===== src/logic/hcsr_pkg.sv =====
// constants, types and register map of the hypervisor control and syndrome bank
// assumes a 32-bit apb slave port and a single 100 mhz clock domain
package hcsr_pkg;
  localparam logic [7:0] hcsr_off_config = 8'h00;
  localparam logic [7:0] hcsr_off_config_ext = 8'h04;
  localparam logic [7:0] hcsr_off_sysctl = 8'h08;
  localparam logic [7:0] hcsr_off_syndrome = 8'h0c;
  localparam logic [7:0] hcsr_off_table_lo = 8'h10;
  localparam logic [7:0] hcsr_off_table_hi = 8'h14;
  localparam logic [7:0] hcsr_off_aux_ident = 8'h18;
  localparam logic [7:0] hcsr_off_status = 8'h1c;
  localparam logic [7:0] hcsr_off_core_ctrl = 8'h20;

  localparam logic [31:0] hcsr_config_reset = 32'h0000_0002;
  localparam logic [31:0] hcsr_config_ext_reset = 32'h0000_0000;
  localparam logic [31:0] hcsr_sysctl_reset = 32'h0000_0000;
  localparam logic [31:0] hcsr_syndrome_reset = 32'h0000_0000;
  localparam logic [63:0] hcsr_table_reset = 64'h0;
  localparam logic [31:0] hcsr_aux_ident_value = 32'h0000_0000;

  // writable bits of the configuration register; others read zero except the set/way override bit, which reads one
  localparam logic [31:0] hcsr_config_wmask = 32'h0808_0000;
  localparam logic [31:0] hcsr_config_res1 = 32'h0000_0002;
  localparam logic [31:0] hcsr_config_ext_wmask = 32'h0000_0000;

  localparam int hcsr_bit_get = 27;
  localparam int hcsr_bit_mct = 19;
  localparam int hcsr_bit_setway_inval_override = 1;
  localparam int hcsr_bit_mcnc = 6;
  localparam int hcsr_bit_icache = 12;
  localparam int hcsr_bit_dcache = 2;
  localparam int hcsr_bit_mmu = 0;
  localparam int hcsr_bit_cnp = 0;
  localparam int hcsr_bit_l1_mmu = 0;
  localparam int hcsr_bit_dbg_rom = 11;
  localparam int hcsr_bit_dbg_os = 10;
  localparam int hcsr_bit_dbg_access = 9;

  localparam logic [1:0] hcsr_aet_uncontainable = 2'h0;
  localparam logic [5:0] hcsr_fault_status_code_sei = 6'h11;
  localparam logic [4:0] hcsr_ctrl_sw = 5'h0;

  typedef enum logic [1:0] {
    hcsr_el0_type,
    hcsr_el1_type,
    hcsr_el2_type,
    hcsr_el3_type
  } hcsr_level_type;

  typedef enum logic [2:0] {
    hcsr_ev_trap,
    hcsr_ev_sei,
    hcsr_ev_sync_data_abort,
    hcsr_ev_sync_prefetch_abort,
    hcsr_ev_other
  } hcsr_event_kind_type;

  typedef struct packed {
    logic valid;
    hcsr_event_kind_type kind;
    logic [5:0] exception_class;
    logic instruction_length;
    logic [3:0] condition_field;
    logic [24:0] specific_syndrome;
  } hcsr_event_type;

  typedef struct packed {
    logic route_el1_to_el2;
    logic level1_mmu_effective;
    logic fast_irq_route;
    logic irq_route;
    logic async_abort_route;
    logic virq_enable;
    logic eret_el1_illegal;
    logic debug_rom_access_trap;
    logic debug_os_access_trap;
    logic debug_access_trap;
    logic smc_trap;
  } hcsr_effective_type;

  typedef struct packed {
    logic mmu_en;
    logic ifetch_cacheable;
    logic ifetch_write_through;
    logic data_cacheable;
    logic walk_cacheable;
    logic common_not_private;
  } hcsr_el2_mem_type;
endpackage


===== src/logic/hcsr_regs.sv =====
// hypervisor configuration, system control, syndrome and table base bank
// assumes an apb master on clk_sys_in and core status inputs on the same clock
`timescale 1ns/1ps

////////////////////////////////////////////////////////////////////////////////
// Contract
// RQ1: configuration register resets to 0x00000002
// RQ2: trap bit plus nonsecure routes level1 exceptions upward
// RQ3: trap forces level1 mmu enable to zero
// RQ4: trap forces fiq irq abort routing on
// RQ5: trap disables all virtual interrupts
// RQ6: trap makes return to level1 illegal
// RQ7: trap forces three debug trap bits on
// RQ8: monitor call trap catches nonsecure level1 calls
// RQ9: set/way override bit always reads one
// RQ10: second config resets zero, bit 6 unimplemented
// RQ11: second config reachable only from levels two, three
// RQ12: icache off, mmu off: fetches non-cacheable
// RQ13: icache on, mmu off: fetches write-through
// RQ14: dcache off: data and walks non-cacheable
// RQ15: system control bit 0 enables mmu
// RQ16: syndrome holds class, length, specific syndrome
// RQ17: low classes carry condition valid and field
// RQ18: trapped instruction sets valid and its condition
// RQ19: system error: uncontainable, abort type zero, code 0x11
// RQ20: synchronous external aborts keep abort type zero
// RQ21: 64-bit table base with common-not-private bit
// RQ22: auxiliary feature register reads all zero
// RQ23: reserved configuration bits read zero, ignore writes
module hcsr_regs (
  input wire logic clk_sys_in,
  input wire logic sys_rst_in,
  input wire logic psel_in,
  input wire logic penable_in,
  input wire logic pwrite_in,
  input wire logic [7:0] paddr_in,
  input wire logic [31:0] pwdata_in,
  input wire logic [3:0] pstrb_in,
  input wire logic [1:0] access_level_in,
  input wire logic nonsecure_indicator_in,
  input wire logic [31:0] level1_system_control_in,
  input wire logic [31:0] hyp_debug_config_in,
  input wire logic smc_attempt_in,
  input wire logic smc_condition_field_pass_in,
  input wire hcsr_pkg::hcsr_event_type event_in,
  output logic [31:0] prdata_out,
  output logic pready_out,
  output logic pslverr_out,
  output hcsr_pkg::hcsr_effective_type effective_out,
  output hcsr_pkg::hcsr_el2_mem_type el2_mem_out,
  output logic smc_trap_out
);
  import hcsr_pkg::*;

  logic [31:0] hyp_config;
  logic [31:0] hyp_config_ext;
  logic [31:0] hyp_system_control;
  logic [31:0] hyp_exception_syndrome;
  logic [63:0] hyp_table_base;
  logic [31:0] event_count;
  logic trap_active;
  logic setup;
  logic wr_ok;
  logic rd_ok;
  logic level_ok;
  logic addr_hit;
  logic [31:0] rd_value;
  logic [31:0] next_syndrome;

  function automatic logic [31:0] merge_bytes(input logic [31:0] old_v,
                                               input logic [31:0] new_v,
                                               input logic [3:0] strb);
    logic [31:0] res;
    res = old_v;
    for (int i = 0; i < 4; i++) begin
      if (strb[i]) begin
        res[i*8 +: 8] = new_v[i*8 +: 8];
      end
    end
    return res;
  endfunction

  ////////////////////////////////////////////////////////////////////////////////
  // apb decode: one wait state, pready answers the second access-phase cycle
  assign setup = psel_in && penable_in && !pready_out;
  assign level_ok = (access_level_in == 2'(hcsr_el2_type)) ||
                    (access_level_in == 2'(hcsr_el3_type));

  always_comb begin
    addr_hit = 1'b1;
    rd_value = 32'h0;
    unique case (paddr_in)
      hcsr_off_config: rd_value = hyp_config | hcsr_config_res1; // RQ9
      hcsr_off_config_ext: rd_value = hyp_config_ext; // RQ10
      hcsr_off_sysctl: rd_value = hyp_system_control;
      hcsr_off_syndrome: rd_value = hyp_exception_syndrome;
      hcsr_off_table_lo: rd_value = hyp_table_base[31:0];
      hcsr_off_table_hi: rd_value = hyp_table_base[63:32];
      hcsr_off_aux_ident: rd_value = hcsr_aux_ident_value; // RQ22
      hcsr_off_status: rd_value = event_count;
      hcsr_off_core_ctrl: rd_value = {21'h0, effective_out};
      default: addr_hit = 1'b0;
    endcase
  end

  // access below level two refused only for the second configuration register
  assign rd_ok = addr_hit && !(paddr_in == hcsr_off_config_ext && !level_ok); // RQ11
  // a write lands only at the edge that completes the transfer
  assign wr_ok = psel_in && penable_in && pready_out && pwrite_in && rd_ok;

  always_ff @(posedge clk_sys_in) begin
    if (sys_rst_in) begin
      pready_out <= 1'b0;
      pslverr_out <= 1'b0;
      prdata_out <= 32'h0;
    end else begin
      pready_out <= setup;
      pslverr_out <= setup && !rd_ok;
      prdata_out <= (setup && !pwrite_in && rd_ok) ? rd_value : 32'h0;
    end
  end

  ////////////////////////////////////////////////////////////////////////////////
  // configuration registers; writes to the two config registers held to the reserved masks, system control and table base take writes unmasked
  always_ff @(posedge clk_sys_in) begin
    if (sys_rst_in) begin
      hyp_config <= hcsr_config_reset; // RQ1
    end else if (wr_ok && paddr_in == hcsr_off_config) begin
      hyp_config <= (merge_bytes(hyp_config, pwdata_in, pstrb_in) & hcsr_config_wmask)
                    | hcsr_config_res1; // RQ23
    end
  end

  always_ff @(posedge clk_sys_in) begin
    if (sys_rst_in) begin
      hyp_config_ext <= hcsr_config_ext_reset; // RQ10
    end else if (wr_ok && paddr_in == hcsr_off_config_ext) begin
      // mismatched cacheability bit held zero by the all-zero mask
      hyp_config_ext <= merge_bytes(hyp_config_ext, pwdata_in, pstrb_in)
                        & hcsr_config_ext_wmask; // RQ10
    end
  end

  always_ff @(posedge clk_sys_in) begin
    if (sys_rst_in) begin
      hyp_system_control <= hcsr_sysctl_reset;
    end else if (wr_ok && paddr_in == hcsr_off_sysctl) begin
      hyp_system_control <= merge_bytes(hyp_system_control, pwdata_in, pstrb_in);
    end
  end

  always_ff @(posedge clk_sys_in) begin
    if (sys_rst_in) begin
      hyp_table_base <= hcsr_table_reset; // RQ21
    end else if (wr_ok && paddr_in == hcsr_off_table_lo) begin
      hyp_table_base[31:0] <= merge_bytes(hyp_table_base[31:0], pwdata_in, pstrb_in);
    end else if (wr_ok && paddr_in == hcsr_off_table_hi) begin
      hyp_table_base[63:32] <= merge_bytes(hyp_table_base[63:32], pwdata_in, pstrb_in);
    end
  end

  ////////////////////////////////////////////////////////////////////////////////
  // syndrome capture; a core event wins over a software write in the same cycle
  always_comb begin
    next_syndrome = {event_in.exception_class, event_in.instruction_length,
                     event_in.specific_syndrome}; // RQ16
    unique case (event_in.kind)
      hcsr_ev_trap: begin
        if (event_in.exception_class != 6'h0 && event_in.exception_class[5:4] == 2'b00) begin
          next_syndrome[24] = 1'b1; // RQ17 RQ18
          next_syndrome[23:20] = event_in.condition_field; // RQ18
        end
      end
      hcsr_ev_sei: begin
        next_syndrome[11:10] = hcsr_aet_uncontainable; // RQ19
        next_syndrome[9] = 1'b0; // RQ19
        next_syndrome[5:0] = hcsr_fault_status_code_sei; // RQ19
      end
      hcsr_ev_sync_data_abort, hcsr_ev_sync_prefetch_abort: begin
        next_syndrome[9] = 1'b0; // RQ20
      end
      default: begin
        if (event_in.exception_class != 6'h0 && event_in.exception_class[5:4] == 2'b00
            && !event_in.specific_syndrome[24]) begin
          next_syndrome[23:20] = 4'h0; // RQ18
        end
      end
    endcase
  end

  always_ff @(posedge clk_sys_in) begin
    if (sys_rst_in) begin
      hyp_exception_syndrome <= hcsr_syndrome_reset;
    end else if (event_in.valid) begin
      hyp_exception_syndrome <= next_syndrome; // RQ16
    end else if (wr_ok && paddr_in == hcsr_off_syndrome) begin
      hyp_exception_syndrome <= merge_bytes(hyp_exception_syndrome, pwdata_in, pstrb_in);
    end
  end

  always_ff @(posedge clk_sys_in) begin
    if (sys_rst_in) begin
      event_count <= 32'h0;
    end else if (event_in.valid) begin
      event_count <= event_count + 32'h1;
    end
  end

  ////////////////////////////////////////////////////////////////////////////////
  // effective controls; stored bits stay untouched so reads show them
  assign trap_active = hyp_config[hcsr_bit_get] && nonsecure_indicator_in; // RQ2

  logic eff_route;
  logic eff_level1_mmu;
  logic eff_fast_irq_route;
  logic eff_irq_route;
  logic eff_async_abort_route;
  logic eff_virq_enable;
  logic eff_eret_illegal;
  logic eff_dbg_rom_trap;
  logic eff_dbg_os_trap;
  logic eff_dbg_access_trap;
  logic eff_smc_trap_bit;

  // one flop per control, packed msb first as the struct lists them
  assign effective_out = {eff_route, eff_level1_mmu, eff_fast_irq_route, eff_irq_route,
                          eff_async_abort_route, eff_virq_enable, eff_eret_illegal,
                          eff_dbg_rom_trap, eff_dbg_os_trap, eff_dbg_access_trap,
                          eff_smc_trap_bit};

  always_ff @(posedge clk_sys_in) begin
    if (sys_rst_in) begin
      eff_route <= 1'b0;
    end else begin
      eff_route <= trap_active; // RQ2
    end
  end

  always_ff @(posedge clk_sys_in) begin
    if (sys_rst_in) begin
      eff_level1_mmu <= 1'b0;
    end else begin
      eff_level1_mmu <= level1_system_control_in[hcsr_bit_l1_mmu] && !trap_active; // RQ3
    end
  end

  always_ff @(posedge clk_sys_in) begin
    if (sys_rst_in) begin
      eff_fast_irq_route <= 1'b0;
    end else begin
      eff_fast_irq_route <= trap_active; // RQ4
    end
  end

  always_ff @(posedge clk_sys_in) begin
    if (sys_rst_in) begin
      eff_irq_route <= 1'b0;
    end else begin
      eff_irq_route <= trap_active; // RQ4
    end
  end

  always_ff @(posedge clk_sys_in) begin
    if (sys_rst_in) begin
      eff_async_abort_route <= 1'b0;
    end else begin
      eff_async_abort_route <= trap_active; // RQ4
    end
  end

  always_ff @(posedge clk_sys_in) begin
    if (sys_rst_in) begin
      eff_virq_enable <= 1'b0;
    end else begin
      eff_virq_enable <= !trap_active; // RQ5
    end
  end

  always_ff @(posedge clk_sys_in) begin
    if (sys_rst_in) begin
      eff_eret_illegal <= 1'b0;
    end else begin
      eff_eret_illegal <= trap_active; // RQ6
    end
  end

  // debug forcing keys on the stored bit alone, without the nonsecure term
  always_ff @(posedge clk_sys_in) begin
    if (sys_rst_in) begin
      eff_dbg_rom_trap <= 1'b0;
    end else begin
      eff_dbg_rom_trap <= hyp_debug_config_in[hcsr_bit_dbg_rom]
                          || hyp_config[hcsr_bit_get]; // RQ7
    end
  end

  always_ff @(posedge clk_sys_in) begin
    if (sys_rst_in) begin
      eff_dbg_os_trap <= 1'b0;
    end else begin
      eff_dbg_os_trap <= hyp_debug_config_in[hcsr_bit_dbg_os]
                         || hyp_config[hcsr_bit_get]; // RQ7
    end
  end

  always_ff @(posedge clk_sys_in) begin
    if (sys_rst_in) begin
      eff_dbg_access_trap <= 1'b0;
    end else begin
      eff_dbg_access_trap <= hyp_debug_config_in[hcsr_bit_dbg_access]
                             || hyp_config[hcsr_bit_get]; // RQ7
    end
  end

  always_ff @(posedge clk_sys_in) begin
    if (sys_rst_in) begin
      eff_smc_trap_bit <= 1'b0;
    end else begin
      eff_smc_trap_bit <= hyp_config[hcsr_bit_mct]; // RQ8
    end
  end

  always_ff @(posedge clk_sys_in) begin
    if (sys_rst_in) begin
      smc_trap_out <= 1'b0;
    end else begin
      smc_trap_out <= hyp_config[hcsr_bit_mct] && smc_attempt_in && smc_condition_field_pass_in
                      && nonsecure_indicator_in
                      && access_level_in == 2'(hcsr_el1_type); // RQ8
    end
  end

  ////////////////////////////////////////////////////////////////////////////////
  // level two memory attributes from system control and the table base
  logic mem_mmu_en;
  logic mem_ifetch_cacheable;
  logic mem_ifetch_write_through;
  logic mem_data_cacheable;
  logic mem_walk_cacheable;
  logic mem_common_not_private;

  assign el2_mem_out = {mem_mmu_en, mem_ifetch_cacheable, mem_ifetch_write_through,
                        mem_data_cacheable, mem_walk_cacheable, mem_common_not_private};

  always_ff @(posedge clk_sys_in) begin
    if (sys_rst_in) begin
      mem_mmu_en <= 1'b0;
    end else begin
      mem_mmu_en <= hyp_system_control[hcsr_bit_mmu]; // RQ15
    end
  end

  always_ff @(posedge clk_sys_in) begin
    if (sys_rst_in) begin
      mem_ifetch_cacheable <= 1'b0;
    end else begin
      mem_ifetch_cacheable <= hyp_system_control[hcsr_bit_icache]; // RQ12
    end
  end

  always_ff @(posedge clk_sys_in) begin
    if (sys_rst_in) begin
      mem_ifetch_write_through <= 1'b0;
    end else begin
      mem_ifetch_write_through <= hyp_system_control[hcsr_bit_icache]
                                  && !hyp_system_control[hcsr_bit_mmu]; // RQ13
    end
  end

  always_ff @(posedge clk_sys_in) begin
    if (sys_rst_in) begin
      mem_data_cacheable <= 1'b0;
    end else begin
      mem_data_cacheable <= hyp_system_control[hcsr_bit_dcache]; // RQ14
    end
  end

  always_ff @(posedge clk_sys_in) begin
    if (sys_rst_in) begin
      mem_walk_cacheable <= 1'b0;
    end else begin
      mem_walk_cacheable <= hyp_system_control[hcsr_bit_dcache]; // RQ14
    end
  end

  always_ff @(posedge clk_sys_in) begin
    if (sys_rst_in) begin
      mem_common_not_private <= 1'b0;
    end else begin
      mem_common_not_private <= hyp_table_base[hcsr_bit_cnp]; // RQ21
    end
  end
endmodule


===== config.mk =====
export PLATFORM = sky130hd
export DESIGN_NAME = hcsr_regs
export DESIGN_NICKNAME = d
export VERILOG_FILES = /design/src/logic/hcsr_pkg.sv /design/src/logic/hcsr_regs.sv
export SDC_FILE = /design/constraint.sdc
export NUM_CORES = 1
export LEC_CHECK = 0
export BUFFER_PORTS_ARGS = -buffer_cell sky130_fd_sc_hd__buf_2
export CAP_MARGIN = 20
export CORE_ASPECT_RATIO = 0.75
export CORE_MARGIN = 4
export CORE_UTILIZATION = 59
export CTS_CLUSTER_DIAMETER = 150
export DETAILED_ROUTE_END_ITERATION = 10
export GPL_ROUTABILITY_DRIVEN = 0
export GPL_TIMING_DRIVEN = 0
export PLACE_DENSITY = 0.94
export SETUP_SLACK_MARGIN = 0.3
export SLEW_MARGIN = 15
export SYNTH_ARGS = -nofsm -noshare
export SYNTH_HDL_FRONTEND = slang
export SYNTH_SLANG_ARGS = --single-unit

===== constraint.sdc =====
create_clock -name clk_sys_in -period 3 [get_ports clk_sys_in]
set_clock_uncertainty 0.15 [all_clocks]
set_input_delay 0.15 -clock clk_sys_in [delete_from_list [all_inputs] [get_ports clk_sys_in]]
set_output_delay 0.15 -clock clk_sys_in [all_outputs]
set_load 0.03 [all_outputs]

==> metrics.yaml <==
cts-htree-levels: 1
r2r_end: "hyp_system_control[19]$_SDFFE_PP0P_"
ys_seq_area_share_pct: 44.5
intPower_mw: 4.65
critPathArrivalTime_ns: 3.01
finalMaxSlewViolations: 0
dr.pass1.iters: 11
worstSetupStartpointType: "primary input"
ant_nets: 0
hold_depth: 3
grt_setup_unrepaired: "false"
gr-usage-met2_pct: 58.4
drc: 4
routed_wl_um: 36900
cp_cell_sequence: "dlygate4sd3_1 -> buf_2 -> clkbuf_1 -> clkbuf_1 -> a211oi_1 -> dlygate4sd3_1"
setup_viol: 0
grt_pass1_vias: 10100
drt_iter0_drc: 1864
cp-end-kind: "flip-flop"
whs_ns: 0.00490
overflow: 0
finalCriticalPeriod_ns: 2.77
power.share.clock_pct: 44.8
synthCells: 994
p_leak_nw: 5.44
die_area_mm2: 0.0181
syn_area_mm2: 0.00941
ir_worst_vdd_uv: 294
rrSetupSlack_ns: 0.32
root_buffer: "clkbuf_16"
holdCritPathClass: "primary input to flip-flop"
numCtsBuffers: 20
synth_edf_count: 0
p_sw_mw: 1.47
syn_avg_cell_area_um2: 9.47
wl_per_cell_um: 25.0
timing.rr.start: "pready_out$_SDFF_PP0_"
relSlewSlack_pct: 30.7
violations: "DRC"
grt_pass1_wl_um: 55200
core_mm2: 0.0154
vias: 10100
synthFlopType: "dfxtp_1"
drv_cap: 0
die_w_um: 154
clock_latency_ns: 0.52
antenna_found_initial: 0
required_ns: 3.24
start_util_pct: 61.0
reg2reg_depth: 6
track_usage_pct: 38.2
crit_path_top_delay_cell: "clkbuf_1"
nets: 1416
cpPeakStageDelay_ns: 0.82
dpl.hpwl_um: 22200
clk_pin_slew_worst_paths_ns: 0.06
antenna_cells: 0
synthDistinctLibCells: 58
hold_viol: 0
worstMarginPinSlew_ns: 1.04
path_buf_inv: 5
critical_path_class: "primary input to flip-flop"
grt_max_degree: 15
fin_tns_setup_ns: 0
io_buffers: 146
viasPerCell: 6.85
critPathMaxFanout: 10
use_met3_pct: 13.9
drive_gt1_share_pct: 21.3
max_freq_ghz: 0.361
ys_warn_count: 0
seqPwrFrac_pct: 46.4
die_h_um: 117
synth.net_count: 1153
syn_to_final_growth_pct: 28.0
power_density_mw_per_mm2: 508
tritoncts: "built"
ys_ff_latch: 209
top_usage_layer: "met2"
status: "complete, but fails checks"
finalCritPeriodShare_pct: 92.4
cts.sinks: 209
async_reset_ff_share_pct: 0
min_from: "event_in[27]"
ios: 210
p_sw_share_pct: 24.0
rows: 39
use_met1_pct: 47.1
whs_endpoint: "hyp_exception_syndrome[22]$_SDFFE_PP0P_"
cp_top_family: "buffers and inverters"
combPwrFrac_pct: 8.8
clock_path_buffers: 3
==> worst min-delay path: stages <==
cell	delay, ns
buf_2	0.08
a221oi_1	0.08
a211oi_1	0.27
==> flip-flops by register name (all words and copies together), names as in the netlist <==
signal	cells
event_count	32
eff_eret_illegal	1
mem_mmu_en	1
mem_common_not_private	1
hyp_table_base	64
mem_ifetch_cacheable	1
mem_ifetch_write_through	1
prdata_out	32
hyp_exception_syndrome	32
pready_out	1
eff_dbg_rom_trap	1
eff_virq_enable	1
pslverr_out	1
mem_walk_cacheable	1
smc_trap_out	1
eff_smc_trap_bit	1
eff_level1_mmu	1
hyp_config	2
hyp_system_control	32
eff_dbg_access_trap	1
eff_dbg_os_trap	1
==> timing repair <==
| item | CTS | global route |
|---|---|---|
| buffers inserted | 0 | 7 |
| hold buffers | 88 | 0 |
| endpoints found under the setup margin | 0 | 14 |
| endpoints found under the hold margin | 143 | 0 |
| gates resized for setup | 0 | 2 |
==> cell families after synthesis <==
family | Yosys count | synth area share (%)
compound gates | 189 | 15.0
mux | 152 | 16.4
simple gates | 334 | 17.9
xor+xnor | 12 | 1.12
fa+ha+maj | 1 | 0.133
flops | 209 | 44.5
buf+inv | 97 | 5.03
==> cells in the mapped netlist, drive strengths merged, types with 3 or more instances <==
cell | number | area share (%)
dfxtp | 209 | 44
nor2 | 158 | 6.3
mux2i | 135 | 14
clkbuf | 49 | 2.0
a21oi | 48 | 3.2
buf | 41 | 2.8
nand2 | 40 | 1.6
nand4 | 23 | 1.8
a22o | 21 | 2.0
nand3 | 21 | 1.1
a211oi | 20 | 1.6
a22oi | 20 | 1.6
o2bb2ai | 18 | 1.7
mux2 | 17 | 2.0
o21ai | 16 | 0.85
and2 | 15 | 1.0
or4 | 14 | 1.1
o31ai | 13 | 1.0
or3b | 10 | 0.93
and4 | 9 | 0.84
nor2b | 9 | 0.60
nor3 | 9 | 0.48
a221oi | 8 | 0.74
xor2 | 8 | 0.74
or3 | 7 | 0.47
a311oi | 6 | 0.56
inv | 6 | 0.24
and3 | 5 | 0.33
nor4 | 5 | 0.49
nor4b | 4 | 0.44
xnor2 | 4 | 0.37
a222oi | 3 | 0.32
or2 | 3 | 0.20
==> how the worst max path moves through the flow <==
stage                               start                                       to  slack [ns]  depth (start not counted)
finish                         sys_rst_in  hyp_exception_syndrome[31]$_SDFFE_PP0P_        0.23                          6
detailed placement            paddr_in[2]      hyp_system_control[16]$_SDFFE_PP0P_        0.29                          7
global route                   sys_rst_in  hyp_exception_syndrome[31]$_SDFFE_PP0P_        0.30                          6
CTS                          event_in[33]  hyp_exception_syndrome[20]$_SDFFE_PP0P_        0.38                          7
floorplan           pready_out$_SDFF_PP0_          hyp_table_base[32]$_SDFFE_PP0P_        0.90                          6
global placement              paddr_in[3]                prdata_out[11]$_SDFF_PP0_        0.36                          8
==> cell usage in the layout (no fill, tap or decap), types with 19 or more instances in the layout <==
master,n
a211oi_1,20
a21oi_1,32
a22o_1,21
a22oi_1,20
buf_2,157
buf_4,24
clkbuf_1,53
clkbuf_16,21
dfxtp_1,209
dlygate4sd3_1,88
mux2i_1,135
nand2_1,40
nand3_1,21
nand4_1,19
nor2_1,158
==> power groups by stage <==
stage          Sequential, mW  Clock [mW]  Combinational [mW]
5_1_grt                  2.84        2.83               0.549
6_report                 2.84        2.74               0.538
2_1_floorplan            2.89           0               0.194
4_1_cts                  2.84        2.69               0.490
3_3_place_gp             2.90           0               0.380
3_5_place_dp             2.90           0               0.391
==> final cells by class <==
cell class,count,area [um^2]
buffer,90,449
clock buffer,32,637
clock inverter,3,65.1
fill,844,3380
inverter,7,26.3
multi-input combinational,688,4760
sequential,209,4180
tap,205,256
timing repair buffer,241,1660
==> stage by stage <==
stage / cells / power, mW / utilization [%] / area, um^2 / setup slack, ns
2_1_floorplan: 994 / 3.09 / - / 9410 / 0.900
3_3_place_gp: 1345 / 3.28 / 67.4 / 10400 / 0.364
3_5_place_dp: 1345 / 3.29 / 67.4 / 10400 / 0.293
4_1_cts: 1468 / 6.01 / 77.7 / 12000 / 0.381
5_1_grt: 1475 / 6.22 / 78.1 / 12000 / 0.300
6_report: 1475 / 6.12 / 78.1 / 12000 / 0.228
==> layer usage <==
layer / vias to the layer above / routed length (um)
met2: 1043 / 15600
met1: 4621 / 12600
met5: - / 0
li1: 4123 / -
met3: 319 / 6000
met4: 0 / 2660
Power figures use the tool's default switching activity.
